## src/baud_frac_pkg.sv

```systemverilog
// Purpose: Shared constants for the fractional baud generator and interrupt level block
// Assumes: One clock, byte-wide register port
// Notes: Register indices are addressed on i_reg_addr

package baud_frac_pkg;
  // --------------------------------------------------------------------------
  // Register indices
  // --------------------------------------------------------------------------
  localparam logic [2:0] ADDR_DIV_LOW = 3'h0;
  localparam logic [2:0] ADDR_DIV_HIGH = 3'h1;
  localparam logic [2:0] ADDR_DIV_FRAC = 3'h2;
  localparam logic [2:0] ADDR_MODEM_CTRL = 3'h3;
  localparam logic [2:0] ADDR_OCTO_SEL = 3'h4;
  localparam logic [2:0] ADDR_QUAD_SEL = 3'h5;
  localparam logic [2:0] ADDR_FIFO_CTRL = 3'h6;
  localparam logic [2:0] ADDR_STATUS = 3'h7;

  // --------------------------------------------------------------------------
  // Reset values and fields
  // --------------------------------------------------------------------------
  localparam logic [7:0] RST_DIV_LOW = 8'h01;
  localparam logic [7:0] RST_DIV_HIGH = 8'h00;
  localparam logic [3:0] RST_DIV_FRAC = 4'h0;
  localparam logic [7:0] RST_MODEM_CTRL = 8'h00;
  localparam logic [7:0] RST_SEL = 8'h00;
  localparam logic [7:0] RST_FIFO_CTRL = 8'h00;
  localparam logic [7:0] SEL_ON = 8'hff;
  localparam logic [7:0] SEL_OFF = 8'h00;
  localparam int PRESCALE_BIT = 7;
  localparam int FIFO_EN_BIT = 0;
  localparam int FRAC_W = 4;

  // --------------------------------------------------------------------------
  // Timing counts
  // --------------------------------------------------------------------------
  localparam logic [1:0] PRESCALE_DIV4_LAST = 2'h3;
  localparam logic [4:0] MULT_16X = 5'h10;
  localparam logic [4:0] MULT_8X = 5'h08;
  localparam logic [4:0] MULT_4X = 5'h04;

  typedef enum logic [1:0] {
    SAMPLE_16X,
    SAMPLE_8X,
    SAMPLE_4X
  } sample_mode_t;
endpackage : baud_frac_pkg

```

## src/baud_frac_irq.sv

```systemverilog
// Purpose: One channel's fractional baud generator and interrupt level logic
// Assumes: All inputs synchronous to i_clk; i_clk is the oscillator clock
// Notes: Divisor writes take effect at the next sampling period boundary

// What this block does
// FIFO off: tx level follows holding byte
// FIFO on: tx level high above trigger
// Half-duplex: tx level low when transmitter empty
// Rx level: high no data/below trigger
// Oscillator clock drives all logic here
// Own prescaler and baud generator per channel
// Modem control top bit selects divide-by-4
// Divide prescaled clock by integer plus sixteenths
// Sampling tick times tx and rx
// Reset divisor to exactly one
// Software programs divisor for real rate
// High byte and low byte form integer
// Only four fraction bits, n sixteenths
// Sampling select registers pick 16x/8x/4x
// 8x doubles, 4x quadruples data rate
// Only odd fractions jitter in 8x
// Software rounds fraction to nearest sixteenth
// Bit time is 16/8/4 sampling periods
// Dedicated registers choose 8x or 4x
// Fraction by stretching spread sampling periods
// Divisor writes apply at next period
module baud_frac_irq
  import baud_frac_pkg::*;
#(
  parameter int DIV_INT_W = 16
) (
  input wire logic i_clk,
  input wire logic i_rst_b,
  input wire logic i_ce,
  input wire logic i_reg_wr,
  input wire logic [2:0] i_reg_addr,
  input wire logic [7:0] i_reg_wdata,
  output logic [7:0] o_reg_rdata,
  input wire logic i_tx_holding_full,
  input wire logic i_tx_fifo_above_trig,
  input wire logic i_tx_fifo_empty,
  input wire logic i_tx_all_empty,
  input wire logic i_half_duplex,
  input wire logic i_rx_byte_held,
  input wire logic i_rx_fifo_above_trig,
  output logic o_sample_tick,
  output logic o_bit_tick,
  output logic o_tx_irq_level,
  output logic o_rx_irq_level
);
  import baud_frac_pkg::*;

  // --------------------------------------------------------------------------
  // Register file
  // --------------------------------------------------------------------------
  logic [7:0] divisor_low_byte;
  logic [7:0] divisor_high_byte;
  logic [FRAC_W-1:0] divisor_fraction;
  logic [7:0] modem_control_reg;
  logic [7:0] octo_sampling_select;
  logic [7:0] quad_sampling_select;
  logic [7:0] fifo_control_reg;
  logic [7:0] next_divisor_low_byte;
  logic [7:0] next_divisor_high_byte;
  logic [FRAC_W-1:0] next_divisor_fraction;
  logic [7:0] next_modem_control_reg;
  logic [7:0] next_octo_sampling_select;
  logic [7:0] next_quad_sampling_select;
  logic [7:0] next_fifo_control_reg;

  always_comb begin
    next_divisor_low_byte = divisor_low_byte;
    next_divisor_high_byte = divisor_high_byte;
    next_divisor_fraction = divisor_fraction;
    next_modem_control_reg = modem_control_reg;
    next_octo_sampling_select = octo_sampling_select;
    next_quad_sampling_select = quad_sampling_select;
    next_fifo_control_reg = fifo_control_reg;
    if (i_reg_wr) begin
      case (i_reg_addr)
        ADDR_DIV_LOW: next_divisor_low_byte = i_reg_wdata;
        ADDR_DIV_HIGH: next_divisor_high_byte = i_reg_wdata;
        ADDR_DIV_FRAC: next_divisor_fraction = i_reg_wdata[FRAC_W-1:0];
        ADDR_MODEM_CTRL: next_modem_control_reg = i_reg_wdata;
        ADDR_OCTO_SEL: next_octo_sampling_select = i_reg_wdata;
        ADDR_QUAD_SEL: next_quad_sampling_select = i_reg_wdata;
        ADDR_FIFO_CTRL: next_fifo_control_reg = i_reg_wdata;
        // Status index is read-only, so its writes fall through to default
        default: begin
        end
      endcase
    end
  end

  always_ff @(posedge i_clk or negedge i_rst_b) begin
    if (!i_rst_b) begin
      divisor_low_byte <= RST_DIV_LOW;
      divisor_high_byte <= RST_DIV_HIGH;
      divisor_fraction <= RST_DIV_FRAC;
      modem_control_reg <= RST_MODEM_CTRL;
      octo_sampling_select <= RST_SEL;
      quad_sampling_select <= RST_SEL;
      fifo_control_reg <= RST_FIFO_CTRL;
    end else if (i_ce) begin
      divisor_low_byte <= next_divisor_low_byte;
      divisor_high_byte <= next_divisor_high_byte;
      divisor_fraction <= next_divisor_fraction;
      modem_control_reg <= next_modem_control_reg;
      octo_sampling_select <= next_octo_sampling_select;
      quad_sampling_select <= next_quad_sampling_select;
      fifo_control_reg <= next_fifo_control_reg;
    end
  end

  // --------------------------------------------------------------------------
  // Sampling mode decode
  // --------------------------------------------------------------------------
  sample_mode_t sample_mode;
  logic [4:0] sample_mult;

  // Reserved and partial patterns fall back to 16x, the safest rate
  always_comb begin
    sample_mode = SAMPLE_16X;
    if (octo_sampling_select == SEL_ON && quad_sampling_select == SEL_OFF) begin
      sample_mode = SAMPLE_8X;
    end else if (octo_sampling_select == SEL_OFF && quad_sampling_select == SEL_ON) begin
      sample_mode = SAMPLE_4X;
    end
    case (sample_mode)
      SAMPLE_8X: sample_mult = MULT_8X;
      SAMPLE_4X: sample_mult = MULT_4X;
      default: sample_mult = MULT_16X;
    endcase
  end

  // --------------------------------------------------------------------------
  // Prescaler
  // --------------------------------------------------------------------------
  logic [1:0] pre_cnt;
  logic [1:0] next_pre_cnt;
  logic pre_tick;

  // Count parks at zero when bypassed, so divide-by-4 always starts a full group
  always_comb begin
    next_pre_cnt = 2'h0;
    pre_tick = 1'b1;
    if (modem_control_reg[PRESCALE_BIT]) begin
      next_pre_cnt = pre_cnt + 2'h1;
      pre_tick = (pre_cnt == PRESCALE_DIV4_LAST);
    end
  end

  always_ff @(posedge i_clk or negedge i_rst_b) begin
    if (!i_rst_b) begin
      pre_cnt <= 2'h0;
    end else if (i_ce) begin
      pre_cnt <= next_pre_cnt;
    end
  end

  // --------------------------------------------------------------------------
  // Baud generator
  // --------------------------------------------------------------------------
  logic [DIV_INT_W:0] period_cnt;
  logic [DIV_INT_W:0] next_period_cnt;
  logic [DIV_INT_W:0] period_len;
  logic [DIV_INT_W:0] next_period_len;
  logic [FRAC_W-1:0] phase;
  logic [FRAC_W-1:0] next_phase;
  logic [FRAC_W-1:0] phase_inc;
  logic [FRAC_W-1:0] phase_rev;
  logic [3:0] samp_cnt;
  logic [3:0] next_samp_cnt;
  logic [DIV_INT_W-1:0] div_int;
  logic period_end;
  logic stretch;
  logic next_sample_tick;
  logic next_bit_tick;

  // Bit reversal of the phase spreads stretched periods evenly over sixteen
  genvar gi;
  generate
    for (gi = 0; gi < FRAC_W; gi++) begin : g_rev
      assign phase_rev[gi] = phase_inc[FRAC_W-1-gi];
    end
  endgenerate

  assign phase_inc = phase + 4'h1;

  // Length is latched at each boundary, so a divisor write never cuts a running period
  always_comb begin
    div_int = {divisor_high_byte, divisor_low_byte};
    // Zero integer divisor is treated as one to keep the tick alive
    if (div_int == '0) begin
      div_int = {{(DIV_INT_W-1){1'b0}}, 1'b1};
    end
    period_end = pre_tick && (period_cnt + 1'b1 >= period_len);
    next_period_cnt = period_cnt;
    next_period_len = period_len;
    next_phase = phase;
    stretch = 1'b0;
    next_samp_cnt = samp_cnt;
    next_bit_tick = 1'b0;
    next_sample_tick = 1'b0;
    if (pre_tick) begin
      next_period_cnt = period_cnt + 1'b1;
    end
    if (period_end) begin
      next_sample_tick = 1'b1;
      next_period_cnt = '0;
      next_phase = phase_inc;
      stretch = (phase_rev < divisor_fraction);
      next_period_len = {1'b0, div_int} + {{DIV_INT_W{1'b0}}, stretch};
      if ({1'b0, samp_cnt} + 5'h01 >= sample_mult) begin
        next_samp_cnt = 4'h0;
        next_bit_tick = 1'b1;
      end else begin
        next_samp_cnt = samp_cnt + 4'h1;
      end
    end
  end

  always_ff @(posedge i_clk or negedge i_rst_b) begin
    if (!i_rst_b) begin
      period_cnt <= '0;
      period_len <= {{DIV_INT_W{1'b0}}, 1'b1};
      phase <= 4'h0;
      samp_cnt <= 4'h0;
      o_sample_tick <= 1'b0;
      o_bit_tick <= 1'b0;
    end else if (i_ce) begin
      period_cnt <= next_period_cnt;
      period_len <= next_period_len;
      phase <= next_phase;
      samp_cnt <= next_samp_cnt;
      o_sample_tick <= next_sample_tick;
      o_bit_tick <= next_bit_tick;
    end
  end

  // --------------------------------------------------------------------------
  // Interrupt levels
  // --------------------------------------------------------------------------
  logic next_tx_irq_level;
  logic next_rx_irq_level;
  logic fifo_en;

  // Levels are registered, so they trail their inputs by one clock
  always_comb begin
    fifo_en = fifo_control_reg[FIFO_EN_BIT];
    if (!fifo_en) begin
      next_tx_irq_level = i_tx_holding_full;
      next_rx_irq_level = !i_rx_byte_held;
    end else begin
      next_rx_irq_level = !i_rx_fifo_above_trig;
      if (i_half_duplex) begin
        next_tx_irq_level = i_tx_fifo_above_trig && !i_tx_all_empty;
      end else begin
        next_tx_irq_level = i_tx_fifo_above_trig && !i_tx_fifo_empty;
      end
    end
  end

  always_ff @(posedge i_clk or negedge i_rst_b) begin
    if (!i_rst_b) begin
      o_tx_irq_level <= 1'b0;
      o_rx_irq_level <= 1'b1;
    end else if (i_ce) begin
      o_tx_irq_level <= next_tx_irq_level;
      o_rx_irq_level <= next_rx_irq_level;
    end
  end

  // --------------------------------------------------------------------------
  // Read mux
  // --------------------------------------------------------------------------
  logic [7:0] next_reg_rdata;

  // Status shows live mode, fraction phase and both levels
  always_comb begin
    case (i_reg_addr)
      ADDR_DIV_LOW: next_reg_rdata = divisor_low_byte;
      ADDR_DIV_HIGH: next_reg_rdata = divisor_high_byte;
      ADDR_DIV_FRAC: next_reg_rdata = {4'h0, divisor_fraction};
      ADDR_MODEM_CTRL: next_reg_rdata = modem_control_reg;
      ADDR_OCTO_SEL: next_reg_rdata = octo_sampling_select;
      ADDR_QUAD_SEL: next_reg_rdata = quad_sampling_select;
      ADDR_FIFO_CTRL: next_reg_rdata = fifo_control_reg;
      ADDR_STATUS: next_reg_rdata = {phase, sample_mode, o_rx_irq_level, o_tx_irq_level};
      default: next_reg_rdata = 8'h00;
    endcase
  end

  always_ff @(posedge i_clk or negedge i_rst_b) begin
    if (!i_rst_b) begin
      o_reg_rdata <= 8'h00;
    end else if (i_ce) begin
      o_reg_rdata <= next_reg_rdata;
    end
  end
endmodule : baud_frac_irq

```

## config.mk

```make
export PLATFORM = sky130hd
export DESIGN_NAME = baud_frac_irq
export DESIGN_NICKNAME = d
export VERILOG_FILES = /design/src/baud_frac_pkg.sv /design/src/baud_frac_irq.sv
export SDC_FILE = /design/constraint.sdc
export NUM_CORES = 1
export LEC_CHECK = 0
export BUFFER_PORTS_ARGS = -buffer_cell sky130_fd_sc_hd__buf_4
export CORE_ASPECT_RATIO = 0.8
export CORE_MARGIN = 2
export CORE_UTILIZATION = 39
export DETAILED_ROUTE_END_ITERATION = 12
export GPL_TIMING_DRIVEN = 0
export SLEW_MARGIN = 20
export SYNTH_ARGS = -nofsm -noshare
export SYNTH_HDL_FRONTEND = slang
export SYNTH_SLANG_ARGS = --single-unit
export TNS_END_PERCENT = 100
```

## constraint.sdc

```tcl
create_clock -name i_clk -period 8.2 [get_ports i_clk]
set_input_delay 1.64 -clock i_clk [delete_from_list [all_inputs] [get_ports i_clk]]
set_output_delay 1.64 -clock i_clk [all_outputs]
set_load 0.02 [all_outputs]
```

==> results.md, run 1 <==
* Outcome: finished clean
* DRC viols at 0
* Final hold vios at 0
* CP endpoint kind: register
* Die W at 144.6 um
* Crit path required time at 8.48 ns
* RSZ-0062 raised after global routing: no
* Clock latency on the worst-skew pair at approximately 0.37 ns
* CTS Buf Count at 9
* Drt pass-1 iters at 4
* Clock Tree Root: clkbuf_16
* Syn_nets at 663
* Worst R2R Setup Slack at 4.41 ns
* Combinational power share at 20.4%
* Largest net degree at the start of global routing at 109
* Internal power at 0.9986 mW
* Relative slew slack at 42.47%
* Hold path startpoint: modem_control_reg[4]$_DFFE_PN0P_
* Diodes inserted at 0
* Post-route ant nets at 0
* Area share of the largest cell type after synthesis at between 40% and 50%
* Sequential fraction of the synthesis area at approximately 44%
* Initial DRC Count at a little under 300
* Synth area leaders: dfrtp_1, mux2_2, ha_1, nand2_1, xnor2_1
* Async set-reset flop share out of synthesis at 100.0%
* Reg clk slew, reported paths at 0.08 ns
* Synth area leader: dfrtp_1
* Die Y at 116.5 um
* CTS resizes at 0
* Max Clk Rate at 263.7 MHz
* Clock Path Buffers at 2
* Hold Path End: modem_control_reg[4]$_DFFE_PN0P_
* IO buf count at 32
* Largest registers: period_cnt (17), period_len (17)
* PwrDens at between 200 and 250 nW/um^2
* CP startpoint kind: register
* Crit Reg-Reg Endpoint: period_len[15]$_DFFE_PN0P_
* Cells after DPL at 858
* Area delta synth->final at 13.35%
* Hold_buf cts at 0
* Syn. warnings at 0
* Post-CTS setup buffers at 0
* Setup TNS at 0 ns
* Netlist cell types at 57
* Die Footprint at 16840 um^2
* Post-Layout Cell Count at 874
* Sequential Power Share at 48.4%
* Number of synthesized flops with an enable pin at 0
* Initial Util at 39.54%
* RR Startpoint: period_cnt[0]$_DFFE_PN0P_
* CTS tree: built
* Worst Max-Slew Pin Slew at 0.8630 ns
* VDD IR-drop max at ~0.00012 V
* Worst hold-check path type: register to register
* DPL Wire Length at around 11000 um
* Overall power at 1.471 mW
* Post-Synthesis Cells at 611
* Max_cap viols at 0
* Final period util at 46.25%
* Critical path peak fanout at 10
* Total GRT Usage at 19.90%
* Net Sw Frac at between 30% and 40%
* NumNets Final at 706
* Synthesized area at 6166 um^2
* Fillers at between 1500 and 2000
* Data arrival time of the critical path at 4.07 ns
* CP Class: register to register
* Max Slew Vio Count at 0
* Hold path depth at 1
* DR vias at between 4000 and 5000
* Post-Syn Area per Cell at 10.09 um^2
* Count leader, synth: dfrtp_1
* Ys flop type: dfrtp_1
* Clock share of power at 31.2%
* Min Tclk post-route at 3.793 ns
* Share of cells above drive strength 1 at about a fifth
* Vias per cell at 5.414
* NetSw at roughly 0.47 mW
* R2R cell count at 13
* WL/cell at 17.64 um
* # IOs at 34
* Clock tree sinks at 108
* # rows at 41
* H-tree depth at 3
* Final WL at 15410 um
* FF+latch count, synth at between 100 and 150
* Antenna violations before repair at 0
* Worst Skew at 0.009272 ns
* First-pass GRT wire length at 25560 um
* Synth top cells by count: dfrtp_1, nand2_1, mux2_2
* Core Box Area at ~16000 um^2
* Global placement routability congestion at 0.9302
* Final setup vio count at 0
* Grt total ovfl at 0
* Final core occ at 44.82%
* Number of global-route vias before repair at around 4800
* Hold slack at 0.5142 ns
* Leak Pwr at roughly 3.0 nW
==> stage by stage <==
stage | worst slack [ns] | area, um^2
2_1_floorplan | 5.113 | 6166
3_3_place_gp | 4.475 | 6675
3_5_place_dp | 4.458 | 6679
4_1_cts | 4.426 | 6987
5_1_grt | 4.139 | 6989
6_report | 4.407 | 6989
==> cells in the final DEF, fill, tap and decap left out, types with 6 or more instances in the layout <==
| master | count |
|---|---|
| nor3_1 | 10 |
| nand2_1 | 73 |
| o21ai_1 | 13 |
| buf_4 | 31 |
| a21o_1 | 6 |
| nor2b_1 | 7 |
| xor2_1 | 12 |
| clkbuf_1 | 15 |
| mux2i_1 | 6 |
| nand4_1 | 9 |
| a22o_1 | 8 |
| ha_1 | 30 |
| dfrtp_1 | 105 |
| or3_1 | 6 |
| a31oi_1 | 6 |
| o21ai_0 | 36 |
| inv_1 | 42 |
| a21oi_1 | 23 |
| xnor2_1 | 24 |
| mux2_2 | 57 |
| nand3_1 | 25 |
| clkbuf_16 | 9 |
| o211ai_1 | 6 |
| nor4_1 | 6 |
| nor2_1 | 22 |
==> power groups by stage <==
stage                     Combinational (mW)  Clock, mW  Sequential (mW)
final                                  0.300      0.459            0.711
after global routing                   0.334      0.494            0.721
after CTS                              0.301      0.470            0.708
after detailed placement               0.300          0            0.718
after global placement                 0.291          0            0.714
after floorplan                        0.202          0            0.695
==> per-layer routing <==
layer,global-route usage (%),part of all wire (%)
met1,29.31,50
met2,29.48,43
met3,4.387,5.4
met4,5.890,1.7
met5,0,0
==> final cells by class <==
type / instances / area (um^2) / share of cell area [%]
multi-input combinational: 435 / 3183 / 45.54
sequential: 108 / 2706 / 38.72
tap: 215 / 269.0 / 3.849
timing repair buffer: 32 / 246.5 / 3.527
clock buffer: 9 / 225.2 / 3.222
inverter: 43 / 161.4 / 2.309
buffer: 25 / 115.1 / 1.647
clock inverter: 7 / 82.58 / 1.182
==> worst max-delay path, cell delays in order, from the launching register on <==
cell	delay, ns
dfrtp_1	0.45
ha_1	0.31
nand4_1	0.17
nor3_1	0.36
nand2_1	0.21
xnor2_1	0.17
ha_1	0.37
nand4_2	0.19
a211oi_1	0.42
o2111ai_4	0.23
o22ai_4	0.34
buf_2	0.29
nand2_1	0.08
o21ai_1	0.10
==> how the worst max path moves through the flow <==
stage / from / to / cells after the start
2_1_floorplan: i_reg_addr[2] / divisor_low_byte[1]$_DFFE_PN0P_ / 5
3_3_place_gp: i_reg_addr[1] / divisor_low_byte[6]$_DFFE_PN0P_ / 6
3_5_place_dp: period_cnt[0]$_DFFE_PN0P_ / period_len[4]$_DFFE_PN0P_ / 12
4_1_cts: period_cnt[0]$_DFFE_PN0P_ / period_len[15]$_DFFE_PN0P_ / 13
5_1_grt: period_cnt[0]$_DFFE_PN0P_ / period_len[14]$_DFFE_PN0P_ / 13
6_report: period_cnt[0]$_DFFE_PN0P_ / period_len[15]$_DFFE_PN0P_ / 13
==> kinds of logic after synthesis <==
kind of cell             after synthesis  synth area share, %
AO/OA/AOI/OAI                        124                14.20
XOR/XNOR                              36                5.114
adder cells (fa/ha/maj)               30                6.088
buffers and inverters                 68                4.484
flip-flops                           108                43.89
multiplexers                          64                11.75
AND/OR/NAND/NOR                      181                14.47
Power figures use the tool's default switching activity.
==> run 2, diff against run 1 <==
ABC_AREA = 1   (was not set)
clock period = 3.7 ns   (was 8.2 ns; I/O delays follow)
==> run 2 against run 1 <==
Against the previous run:
- maximum frequency up 19%
- flip-flop and latch count stayed put
- area after synthesis is 1.6% higher
- utilization is 0.22 points higher
- clock-buffer cell count unchanged
- die area up 1.5%
- clock skew decreased by 0.0018 ns
- via count increased by 15%
- synthesized cell count rose by 36%
- routed wire length increased by 6.8%
- global-route usage up 0.18 points
- critical path depth is 4 higher
- largest cell class unchanged
==> results.md, run 2 <==
* PwrDens at 574.3 nW/um^2
* Count leader, synth: nand2_1
* Worst hold-check path type: primary input to async pin
* Sequential Power Share at 42.2%
* Area delta synth->final at 13.27%
* Clock share of power at 24.0%
* Final setup vio count at 0
* Synth area leader: dfrtp_1
* Final WL at 16470 um
* Hold_buf cts at 0
* Max_cap viols at 0
* DRC viols at 0
* Outcome: finished clean
* Slowest CP cell: nor3b_1
* WL/cell at roughly 15 um
* FF+latch count, synth at 108
* R2R cell count at 17
* Global placement routability congestion at 0.9379
* Ys flop type: dfrtp_1
* CP max stage delay at roughly 0.54 ns
* NetSw at between 1.5 and 2 mW
* DR vias at 5449
* DPL Wire Length at 12580 um
* # rows at 41
* Largest registers: period_cnt (17), period_len (17)
* RSZ-0062 raised after global routing: no
* Diodes inserted at 0
* # IOs at 34
* Largest net degree at the start of global routing at 69
* Initial DRC Count at around 500
* Crit path required time at 3.95 ns
* Crit Reg-Reg Endpoint: period_cnt[12]$_DFFE_PN0P_
* Drt pass-1 iters at 5
* Min Tclk post-route at 3.198 ns
* Die Y at 117.3 um
* Synthesized area at 6262 um^2
* Post-Synthesis Cells at 829
* Combinational power share at 33.8%
* Syn_nets at 881
* VDD IR-drop max at roughly 0.0003 V
* Final core occ at around 45%
* Antenna violations before repair at 0
* IO buf count at 32
* Max Slew Vio Count at 0
* Max Clk Rate at about 310 MHz
* Share of cells above drive strength 1 at 11.16%
* Number of synthesized flops with an enable pin at 0
* Post-route ant nets at 0
* Post-CTS setup buffers at 0
* RR Startpoint: period_cnt[0]$_DFFE_PN0P_
* Total GRT Usage at roughly a fifth
* Data arrival time of the critical path at 3.45 ns
* Most frequent cells in the layout: nand2_1, inv_1, dfrtp_1, o21ai_0, nor2_1
* CP Class: register to register
* Final period util at 86.44%
* Critical path peak fanout at 10
* Most common cell after layout, fill and taps aside: nand2_1
* Number of global-route vias before repair at 5059
* CTS tree: built
* Area share of the largest cell type after synthesis at between 40% and 50%
* Syn. warnings at 0
* Worst path cell trace: ha_1 -> nand2_2 -> nor3b_1 -> nand3_1 -> nand2_1 -> inv_1 -> ha_1 -> nand2_1 -> nor3_1 -> nand3_1 -> nand2_1 -> nor2_2 -> nand2_4 -> nand2_1 -> buf_4 -> nand2_1 -> nand2_1
* Most frequent CP cell: nand2_1
* First-pass GRT wire length at about 27000 um
* Final hold vios at 0
* Worst Skew at 0.007491 ns
* Core Box Area at 15750 um^2
* Setup TNS at 0 ns
* Clock latency on the worst-skew pair at 0.36 ns
* CP startpoint kind: register
* Vias per cell at 4.985
* Placed cell area at slightly below 7000 um^2
* H-tree depth at 3
* NumNets Final at 925
* Post-Syn Area per Cell at 7.554 um^2
* CTS Buf Count at 9
* Clock Path Buffers at 2
* Initial Util at between 30% and 40%
* Clock Tree Root: clkbuf_16
* CP Launch Point: period_cnt[0]$_DFFE_PN0P_
* Reg clk slew, reported paths at 0.08 ns
* Relative slew slack at 58.66%
* Synth area leaders: dfrtp_1, nand2_1, inv_1, ha_1, o21ai_0
* Post-layout instance area at 7093 um^2
* Worst Max-Slew Pin Slew at 0.6187 ns
* CTS resizes at 0
* Die Footprint at 17090 um^2
* CP endpoint kind: register
* Netlist cell types at slightly above 40
* Synth top cells by count: nand2_1, inv_1, dfrtp_1
* Sequential fraction of the synthesis area at 43.22%
* Leak Pwr at about 3.7 nW
* Async set-reset flop share out of synthesis at 100.0%
* Internal power at roughly 2.5 mW
* Grt total ovfl at 0
* Worst R2R Setup Slack at 0.50 ns
* Clock tree sinks at roughly 110
* Die W at 145.7 um
* Net Sw Frac at around two fifths
[run 2: routing by layer]
layer	vias up	part of all wire, %	track usage, %
li1	2743	-	-
met1	2547	52	31.98
met2	148	40	27.12
met3	11	7.5	5.058
met4	0	0.86	3.922
met5	-	0	0
[run 2: worst max-delay path: cells and delay by family (launching register included)]
| kind | cells | cell delay, ns |
|---|---|---|
| adder cells (fa/ha/maj) | 2 | 0.50 |
| flip-flops | 1 | 0.39 |
| AND/OR/NAND/NOR | 13 | 1.94 |
| buffers and inverters | 2 | 0.26 |
[run 2: cell type report]
type	instances	area (um^2)
Sequential cell	108	2706
Tap cell	215	269.0
Clock inverter	7	65.06
Clock buffer	9	225.2
Multi-Input combinational cell	585	2998
Buffer	22	130.1
Inverter	114	427.9
Timing Repair Buffer	33	271.5
Fill cell	1637	8656
[run 2: cell families (layout without fill, tap and decap cells)]
logic type	count (synthesis)	in the layout	synth area share, %
fa+ha+maj	30	30	5.994
buf+inv	136	185	8.911
compound gates	114	114	10.01
flops	108	108	43.22
simple gates	417	417	28.51
xor+xnor	24	24	3.357
[run 2: through the flow]
step,setup WS [ns],hold WS (ns),std cells,total power [mW]
2_1_floorplan,1.207,0.4419,829,2.671
3_5_place_dp,0.5613,0.4616,1077,3.112
5_1_grt,0.2856,0.3077,1093,4.402
6_report,0.5016,0.2823,1093,4.073
4_1_cts,0.5473,0.2952,1093,4.094
3_3_place_gp,0.6506,0.4586,1076,3.091
[run 2: power by group through the flow]
| stage | logic [mW] | clock network (mW) | registers (mW) |
|---|---|---|---|
| after detailed placement | 1.38 | 0 | 1.73 |
| after global placement | 1.36 | 0 | 1.73 |
| after global routing | 1.60 | 1.04 | 1.76 |
| after CTS | 1.38 | 0.995 | 1.72 |
| after floorplan | 0.976 | 0 | 1.69 |
| final | 1.38 | 0.977 | 1.72 |
[run 2: worst max-delay path by stage]
stage	end	depth (start not counted)	slack, ns
global route	period_cnt[6]$_DFFE_PN0P_	17	0.29
global placement	period_cnt[2]$_DFFE_PN0P_	17	0.65
CTS	period_cnt[2]$_DFFE_PN0P_	17	0.55
finish	period_cnt[12]$_DFFE_PN0P_	17	0.50
floorplan	period_cnt[2]$_DFFE_PN0P_	20	1.21
detailed placement	period_cnt[12]$_DFFE_PN0P_	17	0.56
==> run 3, diff against run 2 <==
==> constraint.sdc (replaced) <==
create_clock -name i_clk -period 3.7 [get_ports i_clk]
set_input_delay 0.185 -clock i_clk [delete_from_list [all_inputs] [get_ports i_clk]]
set_output_delay 0.185 -clock i_clk [all_outputs]
set_load 0.02 [all_outputs]
==> run 3 against run 2 <==
Against the previous run:
- via count grew 0.28%
- sequential power hardly changed
- cell count about the same
- critical endpoint unchanged
==> results.md, run 3 (same netlist as run 2, synthesis figures left out) <==
* Outcome: finished clean
* Worst Skew at about 0.0075 ns
* Core Box Area at 15750 um^2
* Final WL at 16470 um
* Largest registers: period_cnt (17), period_len (17)
* Antenna violations before repair at 0
* Fillers at 1639
* DRT met1 WL at 8474 um
* Max Slew Vio Count at 0
* Diodes inserted at 0
* NetSw at 1.600 mW
* Largest net degree at the start of global routing at 69
* Most common cell after layout, fill and taps aside: nand2_1
* Most frequent CP cell: nand2_1
* CP startpoint kind: register
* Uppermost routed layer: met4
* DR vias at roughly 5500
* Initial DRC Count at 518
* CP Class: register to register
* Setup TNS at 0 ns
* Sequential cell area at 2706 um^2
* Vias per cell at 4.995
* Worst path top cell family by delay: simple AND/OR/NAND/NOR gates
* First-pass GRT wire length at about 27000 um
* Multi-input logic area at roughly 3000 um^2
* VDD IR-drop max at 0.0003061 V
* CP max stage delay at 0.53 ns
* Placed cell area at between 6000 and 7000 um^2
* Clock Tree Root: clkbuf_16
* Total GRT Usage at 20.10%
* Post-route ant nets at 0
* H-tree depth at 3
* Post-layout instance area at 7103 um^2
* Area delta synth->final at 13.43%
* Hold_buf cts at 1
* Post-CTS setup buffers at 0
* NumNets Final at 926
* WL/cell at roughly 15 um
* Leak Pwr at ~3.7 nW
* Met3 wire len at 1213 um
* WL met2 at 6652 um
* RR Startpoint: period_cnt[0]$_DFFE_PN0P_
* Clock Path Buffers at 2
* Clock latency on the worst-skew pair at 0.36 ns
* Worst path cell trace: ha_1 -> nand2_2 -> nor3b_1 -> nand3_1 -> nand2_1 -> inv_1 -> ha_1 -> nand2_1 -> nor3_1 -> nand3_1 -> nand2_1 -> nor2_2 -> nand2_4 -> nand2_1 -> buf_4 -> nand2_1 -> nand2_1
* RSZ-0062 raised after global routing: no
* Combinational power share at between 30% and 40%
* Min Tclk post-route at 3.180 ns
* Clock share of power at 24.0%
* Final period util at 85.95%
* CP Launch Point: period_cnt[0]$_DFFE_PN0P_
* # IOs at 34
* Crit path required time at slightly below 4 ns
* CTS resizes at 0
* Slowest CP cell: nor3b_1
* Die Footprint at between 15000 and 20000 um^2
* Grt total ovfl at 0
* Global placement routability congestion at 0.9379
* DPL Wire Length at roughly 13000 um
* Initial Util at between 30% and 40%
* Number of global-route vias before repair at between 5000 and 6000
* Data arrival time of the critical path at 3.43 ns
* Share of cells above drive strength 1 at 11.15%
* CP endpoint kind: register
* Hold path startpoint: i_reg_wdata[6]
* IO buf count at 32
* Worst hold-check path type: primary input to register
* CTS Buf Count at 9
* Net Sw Frac at between 30% and 40%
* Final core occ at 45.10%
* # rows at 41
* Die W at about 150 um
* Final hold vios at 0
* Max Clk Rate at 314.5 MHz
* DRC viols at 0
* Most frequent cells in the layout: nand2_1, inv_1, dfrtp_1, o21ai_0, nor2_1
* CTS tree: built
* Worst Path Buf+Inv at 2
* Max_cap viols at 0
* Die Y at 117.3 um
* Final setup vio count at 0
* Sequential Power Share at 42.2%
* Relative slew slack at 60.09%
* Reg clk slew, reported paths at 0.08 ns
* Drt pass-1 iters at 5
* Internal power at 2.473 mW
* Clock tree sinks at around 110
* Critical path peak fanout at 10
* Overall power at slightly above 4 mW
* PwrDens at between 500 and 600 nW/um^2
* Worst Max-Slew Pin Slew at between 0.5 and 0.6 ns
==> run 3: cell count changes in the layout (fill, tap and decap cells not counted) <==
cell           change
dlygate4sd3_1      +1
==> run 3: worst paths after layout <==
| check | to | slack [ns] | cells after the start |
|---|---|---|---|
| worst max register to register | period_cnt[12]$_DFFE_PN0P_ | 0.52 | 17 |
| max in group asynchronous | o_rx_irq_level$_DFFE_PN1P_ | 2.69 | 3 |
| min in group asynchronous | octo_sampling_select[7]$_DFFE_PN0P_ | 0.30 | 2 |
| worst min register to register | period_len[0]$_DFFE_PN1P_ | 0.47 | 2 |
| worst max-delay path | period_cnt[12]$_DFFE_PN0P_ | 0.52 | 17 |
| worst min-delay path | quad_sampling_select[6]$_DFFE_PN0P_ | 0.05 | 3 |
==> run 3: layout make-up <==
class	instances	area share, %
sequential	108	38.10
clock buffer	9	3.171
multi-input combinational	585	42.21
clock inverter	7	0.9160
buffer	22	1.832
inverter	114	6.024
timing repair buffer	34	3.963
tap	215	3.787
==> run 3: power by group through the flow <==
stage	sequential (mW)	combinational [mW]	clock, mW
floorplan	1.69	0.976	0
global placement	1.73	1.36	0
detailed placement	1.73	1.38	0
CTS	1.72	1.38	0.995
global route	1.76	1.60	1.04
finish	1.72	1.38	0.976
==> run 3: metrics by stage <==
stage / instances / setup WS (ns) / hold WS (ns)
final: 1094 / 0.5199 / 0.04932
after global routing: 1094 / 0.2856 / 0.05402
after CTS: 1094 / 0.5473 / 0.04502
after detailed placement: 1077 / 0.5613 / 0.1299
after global placement: 1076 / 0.6506 / 0.4172
after floorplan: 829 / 1.207 / -0.1106
==> run 3: worst reg2reg max path, stage by stage (launching register included) <==
cell and delay [ns]:
dfrtp_1 0.39, ha_1 0.20, nand2_2 0.08, nor3b_1 0.53
nand3_1 0.14, nand2_1 0.13, inv_1 0.05, ha_1 0.30
nand2_1 0.09, nor3_1 0.24, nand3_1 0.14, nand2_1 0.10
nor2_2 0.06, nand2_4 0.15, nand2_1 0.15, buf_4 0.21
nand2_1 0.07, nand2_1 0.05
==> run 3: per-layer routing <==
layer	up-vias	global-route usage, %
met5	-	0
met4	0	3.922
met3	8	5.058
met2	157	27.18
met1	2553	31.98
li1	2746	-
